$ cat src/rpc_cfg.svh
// What this block does
// - Reactive product is voltage times ninety-degree shifted current.
// - The product is low-pass filtered with the active-path power filter.
// - Filtered power is scaled by one plus signed 12-bit gain over 4096.
// - A signed 16-bit offset word is added to cancel crosstalk offsets.
// - 256 offset counts equal one lsb of the waveform output.
// - Shift is minus ninety with integrator on, plus ninety with it off.
// - The result is signed, positive for 0 to +90 degrees, else negative.
// - Reactive samples stream at 25.6/12.8/6.4/3.2 kSPS when selected and ienh bit 5 is set.
// - Sign-change flag bit 4 sets on the transition the polarity picks.
// - An enabled sign-change flag holds the interrupt until cleared.
// - Below the no-load level the flag bit 1 sets, accumulation stops.
// - An enabled no-load flag holds the interrupt until cleared.
// - No-load level 00 is off, 01/10/11 give three thresholds.
`ifndef RPC_CFG_SVH
`define RPC_CFG_SVH
`define RPC_IDX_WAVSRC 8'h0D
`define RPC_IDX_NLCFG  8'h0E
`define RPC_IDX_ACCCFG 8'h0F
`define RPC_IDX_GAIN   8'h1E
`define RPC_IDX_OFS    8'h21
`define RPC_IDX_CHCFG  8'h40
`define RPC_IDX_IENL   8'hD9
`define RPC_IDX_IENH   8'hDB
`define RPC_IDX_ISTL   8'hDC
`define RPC_BIT_NOLOAD 1
`define RPC_BIT_SIGN   4
`define RPC_BIT_WAVEFORM_SAMPLE_ENABLE   5
`define RPC_BIT_POL    5
`define RPC_BIT_INTEG  0
`define RPC_NL_LO      2
`define RPC_NL_HI      3
`define RPC_SRC_LO     2
`define RPC_SRC_HI     4
`define RPC_RATE_LO    0
`define RPC_RATE_HI    1
`define RPC_SRC_VAR    3'h4
`define RPC_GAIN_ONE   13'h1000
`define RPC_GAIN_SH    12
`define RPC_LPF_SH     8
`define RPC_LEAK_SH    6
`define RPC_WAV_LSB    8
`define RPC_NL_THR1    32'h0004EA4B
`define RPC_NL_THR2    32'h00027525
`define RPC_NL_THR3    32'h00013661
`endif

$ cat src/rpc_pkg.sv
package rpc_pkg;
  typedef enum logic [2:0] {
    RPC_IDLE, RPC_SHIFT, RPC_MULT, RPC_FILT, RPC_CAL, RPC_OUT
  } rpc_state_e;
  typedef logic signed [31:0] rpc_pwr_t;
endpackage

$ cat src/rpc_lpf.sv
`timescale 1ns/10ps
`include "rpc_cfg.svh"
module rpc_lpf #(
  parameter int W  = 32,
  parameter int SH = `RPC_LPF_SH
) (
  input  wire logic                mclk,     // clock
  input  wire logic                reset,    // sync reset
  input  wire logic                in_valid, // new input sample
  input  wire logic signed [W-1:0] x,        // instantaneous product
  output logic signed [W-1:0]      y         // dc estimate
);
  logic signed [W+SH-1:0] acc_q;
  logic signed [W+SH-1:0] acc_d;

  // first-order section; ripple at twice line rate is left for the
  // energy integrator to average away
  always_comb begin
    acc_d = acc_q;
    if (in_valid) begin
      acc_d = acc_q + (W+SH)'(x) - (acc_q >>> SH);
    end
  end

  always_ff @(posedge mclk) begin
    if (reset) begin
      acc_q <= '0;
    end else begin
      acc_q <= acc_d;
    end
  end

  assign y = acc_q[W+SH-1:SH];
endmodule

$ cat src/rpc_top.sv
`timescale 1ns/10ps
`include "rpc_cfg.svh"
module rpc_top (
  input  wire logic               mclk,          // 250 MHz clock
  input  wire logic               reset,         // sync reset, high
  input  wire logic               sample_valid,  // one dsp sample strobe
  input  wire logic signed [23:0] v_sample,      // voltage channel
  input  wire logic signed [23:0] i_sample,      // current channel
  input  wire logic [9:0]         wb_adr_i,      // byte address
  input  wire logic [31:0]        wb_dat_i,      // write data
  input  wire logic [3:0]         wb_sel_i,      // byte enables
  input  wire logic               wb_we_i,       // write
  input  wire logic               wb_cyc_i,      // cycle
  input  wire logic               wb_stb_i,      // strobe
  output logic [31:0]             wb_dat_o,      // read data
  output logic                    wb_ack_o,      // acknowledge
  output logic signed [23:0]      wave_data,     // reactive waveform
  output logic                    wave_valid,    // waveform sample pulse
  output logic                    var_inhibit,   // stop var accumulation
  output logic                    irq_pending    // metering interrupt
);
  rpc_pkg::rpc_state_e st_q;
  rpc_pkg::rpc_state_e st_d;

  logic [11:0] gain_q, gain_d;
  logic [15:0] ofs_q, ofs_d;
  logic [7:0]  wavsrc_q, wavsrc_d, nlcfg_q, nlcfg_d, acccfg_q, acccfg_d;
  logic [7:0]  chcfg_q, chcfg_d, ienl_q, ienl_d, ienh_q, ienh_d;
  logic [7:0]  istl_q, istl_d;
  logic        ack_q, ack_d;
  logic [31:0] rdat_q, rdat_d;

  logic signed [31:0] integ_q, integ_d;
  logic signed [23:0] shift_q, shift_d;
  logic signed [31:0] prod_q, prod_d;
  logic signed [31:0] lpf_y;
  rpc_pkg::rpc_pwr_t  gpwr_q, gpwr_d;
  rpc_pkg::rpc_pwr_t  cal_q, cal_d;
  logic signed [23:0] wave_q, wave_d;
  logic        wval_q, wval_d;
  logic        neg_q, neg_d, seen_q, seen_d, inh_q, inh_d;
  logic [2:0]  dec_q, dec_d;

  logic               wr_en, rd_en, sgn_ev, nl_ev;
  logic [7:0]         idx;
  logic signed [47:0] vi;
  logic signed [44:0] gprod;
  logic signed [31:0] cal_n, cal_mag, thr;
  logic [1:0]         nl_lvl;

  function automatic logic [7:0] wr_byte(input logic [7:0] old,
                                         input logic [7:0] nw,
                                         input logic       en);
    wr_byte = en ? nw : old;
  endfunction

  function automatic logic signed [31:0] mag(input logic signed [31:0] a);
    mag = a[31] ? -a : a;
  endfunction

  // ---------------- register bus ----------------
  assign idx   = wb_adr_i[9:2];
  assign wr_en = wb_cyc_i & wb_stb_i & wb_we_i & ~ack_q;
  assign rd_en = wb_cyc_i & wb_stb_i & ~wb_we_i & ~ack_q;

  always_comb begin
    gain_d   = gain_q;
    ofs_d    = ofs_q;
    wavsrc_d = wavsrc_q;
    nlcfg_d  = nlcfg_q;
    acccfg_d = acccfg_q;
    chcfg_d  = chcfg_q;
    ienl_d   = ienl_q;
    ienh_d   = ienh_q;
    ack_d    = wb_cyc_i & wb_stb_i & ~ack_q;
    rdat_d   = '0;
    if (wr_en) begin
      unique case (idx)
        `RPC_IDX_GAIN: begin
          gain_d[7:0]  = wr_byte(gain_q[7:0], wb_dat_i[7:0], wb_sel_i[0]);
          gain_d[11:8] = wb_sel_i[1] ? wb_dat_i[11:8] : gain_q[11:8];
        end
        `RPC_IDX_OFS: begin
          ofs_d[7:0]  = wr_byte(ofs_q[7:0], wb_dat_i[7:0], wb_sel_i[0]);
          ofs_d[15:8] = wr_byte(ofs_q[15:8], wb_dat_i[15:8], wb_sel_i[1]);
        end
        `RPC_IDX_WAVSRC:
          wavsrc_d = wr_byte(wavsrc_q, wb_dat_i[7:0], wb_sel_i[0]);
        `RPC_IDX_NLCFG:
          nlcfg_d = wr_byte(nlcfg_q, wb_dat_i[7:0], wb_sel_i[0]);
        `RPC_IDX_ACCCFG:
          acccfg_d = wr_byte(acccfg_q, wb_dat_i[7:0], wb_sel_i[0]);
        `RPC_IDX_CHCFG:
          chcfg_d = wr_byte(chcfg_q, wb_dat_i[7:0], wb_sel_i[0]);
        `RPC_IDX_IENL:
          ienl_d = wr_byte(ienl_q, wb_dat_i[7:0], wb_sel_i[0]);
        `RPC_IDX_IENH:
          ienh_d = wr_byte(ienh_q, wb_dat_i[7:0], wb_sel_i[0]);
        default: ;
      endcase
    end
    if (rd_en) begin
      unique case (idx)
        `RPC_IDX_GAIN:   rdat_d = {20'h00000, gain_q};
        `RPC_IDX_OFS:    rdat_d = {16'h0000, ofs_q};
        `RPC_IDX_WAVSRC: rdat_d = {24'h000000, wavsrc_q};
        `RPC_IDX_NLCFG:  rdat_d = {24'h000000, nlcfg_q};
        `RPC_IDX_ACCCFG: rdat_d = {24'h000000, acccfg_q};
        `RPC_IDX_CHCFG:  rdat_d = {24'h000000, chcfg_q};
        `RPC_IDX_IENL:   rdat_d = {24'h000000, ienl_q};
        `RPC_IDX_IENH:   rdat_d = {24'h000000, ienh_q};
        `RPC_IDX_ISTL:   rdat_d = {24'h000000, istl_q};
        default:         rdat_d = '0;
      endcase
    end
  end

  always_ff @(posedge mclk) begin
    if (reset) begin
      gain_q   <= '0;
      ofs_q    <= '0;
      wavsrc_q <= '0;
      nlcfg_q  <= '0;
      acccfg_q <= '0;
      chcfg_q  <= '0;
      ienl_q   <= '0;
      ienh_q   <= '0;
      ack_q    <= 1'b0;
      rdat_q   <= '0;
    end else begin
      gain_q   <= gain_d;
      ofs_q    <= ofs_d;
      wavsrc_q <= wavsrc_d;
      nlcfg_q  <= nlcfg_d;
      acccfg_q <= acccfg_d;
      chcfg_q  <= chcfg_d;
      ienl_q   <= ienl_d;
      ienh_q   <= ienh_d;
      ack_q    <= ack_d;
      rdat_q   <= rdat_d;
    end
  end

  assign wb_ack_o = ack_q;
  assign wb_dat_o = rdat_q;

  // ---------------- signal path ----------------
  assign vi     = v_sample * shift_q;
  assign gprod  = lpf_y * $signed({1'b0, `RPC_GAIN_ONE})
                + lpf_y * $signed(gain_q);
  assign cal_n  = gpwr_q + 32'(signed'(ofs_q));
  assign cal_mag = mag(cal_n);
  assign nl_lvl = nlcfg_q[`RPC_NL_HI:`RPC_NL_LO];

  always_comb begin
    unique case (nl_lvl)
      2'h1:    thr = `RPC_NL_THR1;
      2'h2:    thr = `RPC_NL_THR2;
      2'h3:    thr = `RPC_NL_THR3;
      default: thr = '0;
    endcase
  end

  rpc_lpf #(.W(32), .SH(`RPC_LPF_SH)) u_lpf (
    .mclk     (mclk),
    .reset    (reset),
    .in_valid (st_q == rpc_pkg::RPC_FILT),
    .x        (prod_q),
    .y        (lpf_y)
  );

  // sign test is only meaningful once one sample has set neg_q
  assign sgn_ev = (st_q == rpc_pkg::RPC_OUT) && seen_q &&
                  (acccfg_q[`RPC_BIT_POL] ? (neg_q && !cal_n[31])
                                          : (!neg_q && cal_n[31]));
  assign nl_ev  = (st_q == rpc_pkg::RPC_OUT) && (nl_lvl != 2'h0) &&
                  (cal_mag < thr);

  always_comb begin
    st_d    = st_q;
    integ_d = integ_q;
    shift_d = shift_q;
    prod_d  = prod_q;
    gpwr_d  = gpwr_q;
    cal_d   = cal_q;
    wave_d  = wave_q;
    wval_d  = 1'b0;
    neg_d   = neg_q;
    seen_d  = seen_q;
    inh_d   = inh_q;
    dec_d   = dec_q;
    istl_d  = istl_q;
    unique case (st_q)
      rpc_pkg::RPC_IDLE: if (sample_valid) st_d = rpc_pkg::RPC_SHIFT;
      rpc_pkg::RPC_SHIFT: begin
        // leaky integrator lags ~90 degrees near line rate, leak stops drift
        integ_d = integ_q + 32'(i_sample) - (integ_q >>> `RPC_LEAK_SH);
        shift_d = chcfg_q[`RPC_BIT_INTEG] ? integ_d[31:8]
                                          : -integ_d[31:8];
        st_d    = rpc_pkg::RPC_MULT;
      end
      rpc_pkg::RPC_MULT: begin
        prod_d = vi[46:15];
        st_d   = rpc_pkg::RPC_FILT;
      end
      rpc_pkg::RPC_FILT: st_d = rpc_pkg::RPC_CAL;
      rpc_pkg::RPC_CAL: begin
        gpwr_d = gprod[43:12];
        st_d   = rpc_pkg::RPC_OUT;
      end
      rpc_pkg::RPC_OUT: begin
        cal_d  = cal_n;
        neg_d  = cal_n[31];
        seen_d = 1'b1;
        inh_d  = nl_ev;
        dec_d  = dec_q + 3'h1;
        if (ienh_q[`RPC_BIT_WAVEFORM_SAMPLE_ENABLE] &&
            wavsrc_q[`RPC_SRC_HI:`RPC_SRC_LO] == `RPC_SRC_VAR &&
            ((dec_q & ((3'h1 << wavsrc_q[`RPC_RATE_HI:`RPC_RATE_LO])
                      - 3'h1)) == 3'h0)) begin
          wave_d = cal_n[31:`RPC_WAV_LSB];
          wval_d = 1'b1;
        end
        st_d = rpc_pkg::RPC_IDLE;
      end
      default: st_d = rpc_pkg::RPC_IDLE;
    endcase
    // write-one-to-clear, a same-cycle event wins
    if (wr_en && idx == `RPC_IDX_ISTL && wb_sel_i[0]) begin
      istl_d = istl_q & ~wb_dat_i[7:0];
    end
    if (sgn_ev) istl_d[`RPC_BIT_SIGN] = 1'b1;
    if (nl_ev)  istl_d[`RPC_BIT_NOLOAD] = 1'b1;
  end

  always_ff @(posedge mclk) begin
    if (reset) begin
      st_q    <= rpc_pkg::RPC_IDLE;
      integ_q <= '0;
      shift_q <= '0;
      prod_q  <= '0;
      gpwr_q  <= '0;
      cal_q   <= '0;
      wave_q  <= '0;
      wval_q  <= 1'b0;
      neg_q   <= 1'b0;
      seen_q  <= 1'b0;
      inh_q   <= 1'b0;
      dec_q   <= '0;
      istl_q  <= '0;
    end else begin
      st_q    <= st_d;
      integ_q <= integ_d;
      shift_q <= shift_d;
      prod_q  <= prod_d;
      gpwr_q  <= gpwr_d;
      cal_q   <= cal_d;
      wave_q  <= wave_d;
      wval_q  <= wval_d;
      neg_q   <= neg_d;
      seen_q  <= seen_d;
      inh_q   <= inh_d;
      dec_q   <= dec_d;
      istl_q  <= istl_d;
    end
  end

  assign wave_data   = wave_q;
  assign wave_valid  = wval_q;
  assign var_inhibit = inh_q;
  assign irq_pending = |(istl_q & ienl_q &
                         8'((1 << `RPC_BIT_SIGN) | (1 << `RPC_BIT_NOLOAD)));
endmodule

$ cat config.mk
export PLATFORM = sky130hd
export DESIGN_NAME = rpc_top
export DESIGN_NICKNAME = d
export VERILOG_FILES = /design/src/rpc_pkg.sv /design/src/rpc_lpf.sv /design/src/rpc_top.sv
export VERILOG_INCLUDE_DIRS = /design/src /design/src/src
export SDC_FILE = /design/constraint.sdc
export NUM_CORES = 2
export LEC_CHECK = 0
export ABC_AREA = 1
export BUFFER_PORTS_ARGS = -buffer_cell sky130_fd_sc_hd__buf_2
export CELL_PAD_IN_SITES_DETAIL_PLACEMENT = 0
export CELL_PAD_IN_SITES_GLOBAL_PLACEMENT = 1
export CORE_UTILIZATION = 53
export CTS_BUF_LIST = sky130_fd_sc_hd__clkbuf_16
export DETAILED_ROUTE_END_ITERATION = 6
export GPL_TIMING_DRIVEN = 1
export HOLD_SLACK_MARGIN = 0.12
export PLACE_DENSITY_LB_ADDON = 0.1
export SLEW_MARGIN = 15
export SYNTH_ARGS = -nofsm -noshare
export SYNTH_HDL_FRONTEND = slang
export SYNTH_SLANG_ARGS = --single-unit
$ cat constraint.sdc
create_clock -name mclk -period 10.3 [get_ports mclk]
set_input_delay 1.03 -clock mclk [delete_from_list [all_inputs] [get_ports mclk]]
set_output_delay 1.03 -clock mclk [all_outputs]
set_load 0.02 [all_outputs]
# == After elaboration in Yosys (flattened, before gate mapping) ==
# Index checks and enable logic that the tools add are counted.
# Widths: inputs -> output; s select.
# classes
n_lt_le_gt_ge,1
multipliers,2
n_bitwise,14
n_reduce_logical,31
div,0
n_shift,1
n_mux,11
n_eq_ne,19
add_sub_neg,10
# op_table
op,count
$pmux 16 s9,1
$pmux 19 s3,1
$mul 24x24->47,1
$add 44x44->44,1
$mul 32x12->44,1
$add 40x32->40,1
$sub 40x32->40,1
$add 32x16->32,1
$add 32x24->32,1
$lt 32x32->1,1
$mux 32,1
$neg 32->32,1
$sub 32x26->32,1
$reduce_and 3->1,10
$eq 8x4->1 const B,3
$eq 8x8->1 const B,3
$mux 24,1
$neg 24->24,1
$pmux 3 s5,1
$logic_and 1x1->1,10
$eq 3x3->1 const B,3
$and 8x8->8,1
$eq 8x5->1 const B,1
$eq 8x6->1 const B,1
other kinds (22),41
# totals
romBits,0
mem_count,0
in_bits,100
regBits,311
word_cells,116
latch_bits,0
mem_bits_rw,0
out_inout_bits,60

# == Longest topological paths before layout ==
# depth
word_depth,7
depth_mapped,34
ltp_nobuf,32

# == Modules after synthesis ==
# A second synthesis with hierarchy kept.
# hier_totals
cells_unflattened,7837
hier_area_um2,57426.3
# modules_own_cells
module,n_inst,area_each_um2,seq_area_each_um2,cells_per_inst
rpc_top,1,51470.6,5084.9,6848
rpc_lpf,1,5955.7,800.8,989

# == Worst setup path after synthesis ==
# OpenSTA, ideal clock, no wires.
# synth_path
path_kind,input to register
from,input v_sample[23]
to,register prod_q[30]
arrival_ps,7123
path_stages,22
setup_ps,115
path_buffers,1
slack_ps,3061
path_cell_list,clkbuf_1 nand2_1 inv_1 fa_1 fa_1 inv_1 fa_1 inv_1 fa_1 fa_1 fa_1 fa_1 ha_1 a21oi_1 o21a_1 o21ai_0 a31oi_1 nand3_1 a31o_2 xor2_1 o21ai_0 inv_1
# synth_via
elab_chain_len,1
# synth_lines
element,line,text
start: declaration,rpc_top.sv:7,"input wire logic signed [23:0] v_sample,"
$mul 24x24->47,rpc_top.sv:148,assign vi = v_sample * shift_q;
end signal: assignment,rpc_top.sv:255,prod_q <= prod_d;
end: declaration,rpc_top.sv:35,"logic signed [31:0] prod_q, prod_d;"
# No other way between the ends.
# A chain may end at the register's enable or synchronous reset.

# == Worst setup path in the final report ==
# Ends and elaborated chain as after synthesis.

==> impl_metrics.tcl <==
set metrics [dict create \
    synth_ff_type "dfxtp_1" \
    hold_path.class "flip-flop to flip-flop" \
    grt_max_degree 94 \
    drtIter0Drc 2994 \
    slew_violations 0 \
    fp.dieH_um 328 \
    htreeDepth 2 \
    dr.pass1.iters 5 \
    fillers 10200 \
    worst_r2r_endpoint "prod_q[30]" \
    cts_resized 0 \
    clock.fmax_mhz 125 \
    vias 46600 \
    critical_path_class "input pin to flip-flop" \
    clk_path_buf_depth 3 \
    cp_data_required_time_ns 10.80 \
    syn_area_um2 56300 \
    wl_mm 156 \
    layout.nets 8972 \
    cts_hold_buf 0 \
    holdPathStages 2 \
    top_layer "met4" \
    critical_path.startpoint_type "input pin" \
    diodes 0 \
    maxCapViolCount 0 \
    seq_area_frac_synth_pct 10.5 \
    grt_setup_unrepaired "false" \
    port_buffers 123 \
    setup_tns_ns 0 \
    min_from "u_lpf.acc_q[0]" \
    async_reset_ff_share_pct 0 \
    numCtsBuffers 40 \
    clkSinkCount 294 \
    min_period_ns 8.03 \
    synth_area_leaders "fa_1, inv_1, nand2_1" \
    ys_warn_count 0 \
    status "finished clean" \
    worstRegToRegCells 22 \
    routed_via_density 5.21 \
    ff2ff_setup_slack_ns 2.88 \
    fin_skew_ns 0.0385 \
    setup_viol 0 \
    crit_path_max_fanout 24 \
    postSynthAreaPerCell_um2 7.43 \
    drc 0 \
    cp-end-kind "flip-flop" \
    start_util_pct 53.5 \
    ys_ff_latch 294 \
    tightestPinTransition_ns 1.18 \
    antenna_left 0 \
    drive_above_1_share_pct 4.59 \
    die_area_um2 107000 \
    multi_input_area_um2 41500 \
    antenna_found_initial 0 \
    hold_end "u_lpf.acc_q[0]" \
    clk_pin_slew_ns 0.06 \
    dp_hpwl_mm 127 \
    grt_pass1_wl_mm 257 \
    arrival_ns 8.52 \
    gp_congestion 0.940 \
    wl_per_cell_um 17.5 \
    num_rows 119 \
    area_growth_pct 5.34 \
    synth_top_area_share_pct 36.9 \
    cts_tree "yes" \
    synth_edf_count 0 \
    post-cts-setup-buffer-count 0 \
    yosysTopAreaCell "fa_1" \
    synth.most_common_cell "inv_1" \
    finalHoldViolCount 0 \
    track_usage_pct 30.2 \
    wl_met2_mm 72.6 \
    clk-insertion-delay-late_ns 0.62 \
    ys_types 63 \
    max_slew_margin_pct 20.7 \
    r2r_start "integ_q[8]" \
    yosys-top-cells-count "inv_1, nand2_1, fa_1" \
    finalCritPeriodShare_pct 77.9 \
    num_io_pins 160 \
    gr-total-overflow 0 \
    grt_pass1_vias 47600 \
    regArea_um2 5890 \
    met3_length_mm 7.66 \
    core_area_um2 105000 \
    die_w_um 328 \
    met1_length_mm 72.9 \
    syn_inst 7577 \
    root_buffer "clkbuf_16" \
]
[cell usage in the layout, fill, tap and decap left out, types with 20 or more instances in the layout]
| cell | netlist | routed |
|---|---|---|
| a211oi_1 | 23 | 23 |
| a21oi_1 | 419 | 419 |
| a31oi_1 | 30 | 30 |
| buf_2 | 4 | 122 |
| buf_4 | 16 | 56 |
| clkbuf_16 | 0 | 40 |
| dfxtp_1 | 294 | 292 |
| fa_1 | 1037 | 1037 |
| ha_1 | 322 | 322 |
| inv_1 | 2057 | 2063 |
| nand2_1 | 1719 | 1719 |
| nand3_1 | 151 | 151 |
| nand4_1 | 66 | 66 |
| nor2_1 | 373 | 372 |
| nor2_2 | 20 | 20 |
| nor3_1 | 44 | 42 |
| o211ai_1 | 63 | 63 |
| o21a_1 | 21 | 21 |
| o21ai_0 | 293 | 293 |
| xnor2_1 | 62 | 62 |
| xor2_1 | 94 | 94 |
[state kept, by name (all words and copies together) (netlist names), 12 cells and up]
| signal | count |
|---|---|
| u_lpf.acc_q | 40 |
| integ_q | 32 |
| prod_q | 32 |
| gpwr_q | 32 |
| gain_q | 12 |
| wb_dat_o | 16 |
| ofs_q | 16 |
| shift_q | 23 |
| wave_data | 24 |
[per-layer routing]
layer  vias to the layer above  global-route usage, %
li1                      22200                      -
met1                     23000                   43.1
met2                      1167                   49.9
met3                       201                   2.81
met4                         0                   6.47
met5                         -                      0
[worst max-delay path, stage by stage]
cell and delay (ns):
buf_2 0.44, nand2_1 0.24, inv_1 0.17, fa_1 0.55, fa_1 0.71, inv_1 0.25, fa_1 0.94, inv_1 0.27
fa_1 0.51, fa_1 0.58, fa_1 0.44, fa_1 0.44, ha_1 0.39, nand2_1 0.13, nor2_1 0.20, inv_1 0.11
nor3_1 0.26, nand4_1 0.14, nand3_1 0.23, a31o_2 0.21, xor2_1 0.06, o21ai_0 0.15, inv_1 0.06
[per-stage QoR]
| stage | util [%] | std cells | instance area, µm² | setup slack [ns] | hold slack (ns) |
|---|---|---|---|---|---|
| 6_report | 56.3 | 8935 | 59300 | 2.27 | 0.463 |
| 3_5_place_dp | 55.0 | 8862 | 57900 | 1.76 | 0.455 |
| 2_1_floorplan | - | 7592 | 56300 | 3.06 | 0.422 |
| 3_3_place_gp | 55.0 | 8862 | 57900 | 1.84 | 0.447 |
| 5_1_grt | 56.3 | 8935 | 59300 | 1.85 | 0.476 |
| 4_1_cts | 56.3 | 8935 | 59300 | 2.38 | 0.463 |
[logic make-up after synthesis]
kind of cell	Yosys count	synth area share [%]
buffers and inverters	2385	16.0
AOI/OAI and AO/OA	945	9.48
xor gates and xnor gates	159	2.51
adders and majority gates	1359	44.0
other	1	0.00666
and+or+nand+nor	2434	17.4
DFF	294	10.5
[cell type report]
class | count | share of cell area, %
Clock buffer | 40 | 1.69
Sequential cell | 294 | 9.93
Multi-Input combinational cell | 4913 | 69.9
Timing Repair Buffer | 178 | 1.74
Clock inverter | 33 | 0.549
Inverter | 2086 | 13.2
Tap cell | 1391 | 2.94
[how the worst max path moves through the flow]
stage,startpoint,endpoint,slack [ns],cells past startpoint
final,v_sample[23],prod_q[30],2.27,23
after global routing,v_sample[23],prod_q[30],1.85,23
after CTS,v_sample[23],prod_q[30],2.38,23
after detailed placement,v_sample[23],prod_q[30],1.76,23
after global placement,v_sample[23],prod_q[30],1.84,23
after floorplan,v_sample[23],prod_q[30],3.06,22
Power is left out: the tool's default activity adds up to more than one toggle a clock period on the data nets, which glitch-free logic cannot reach.
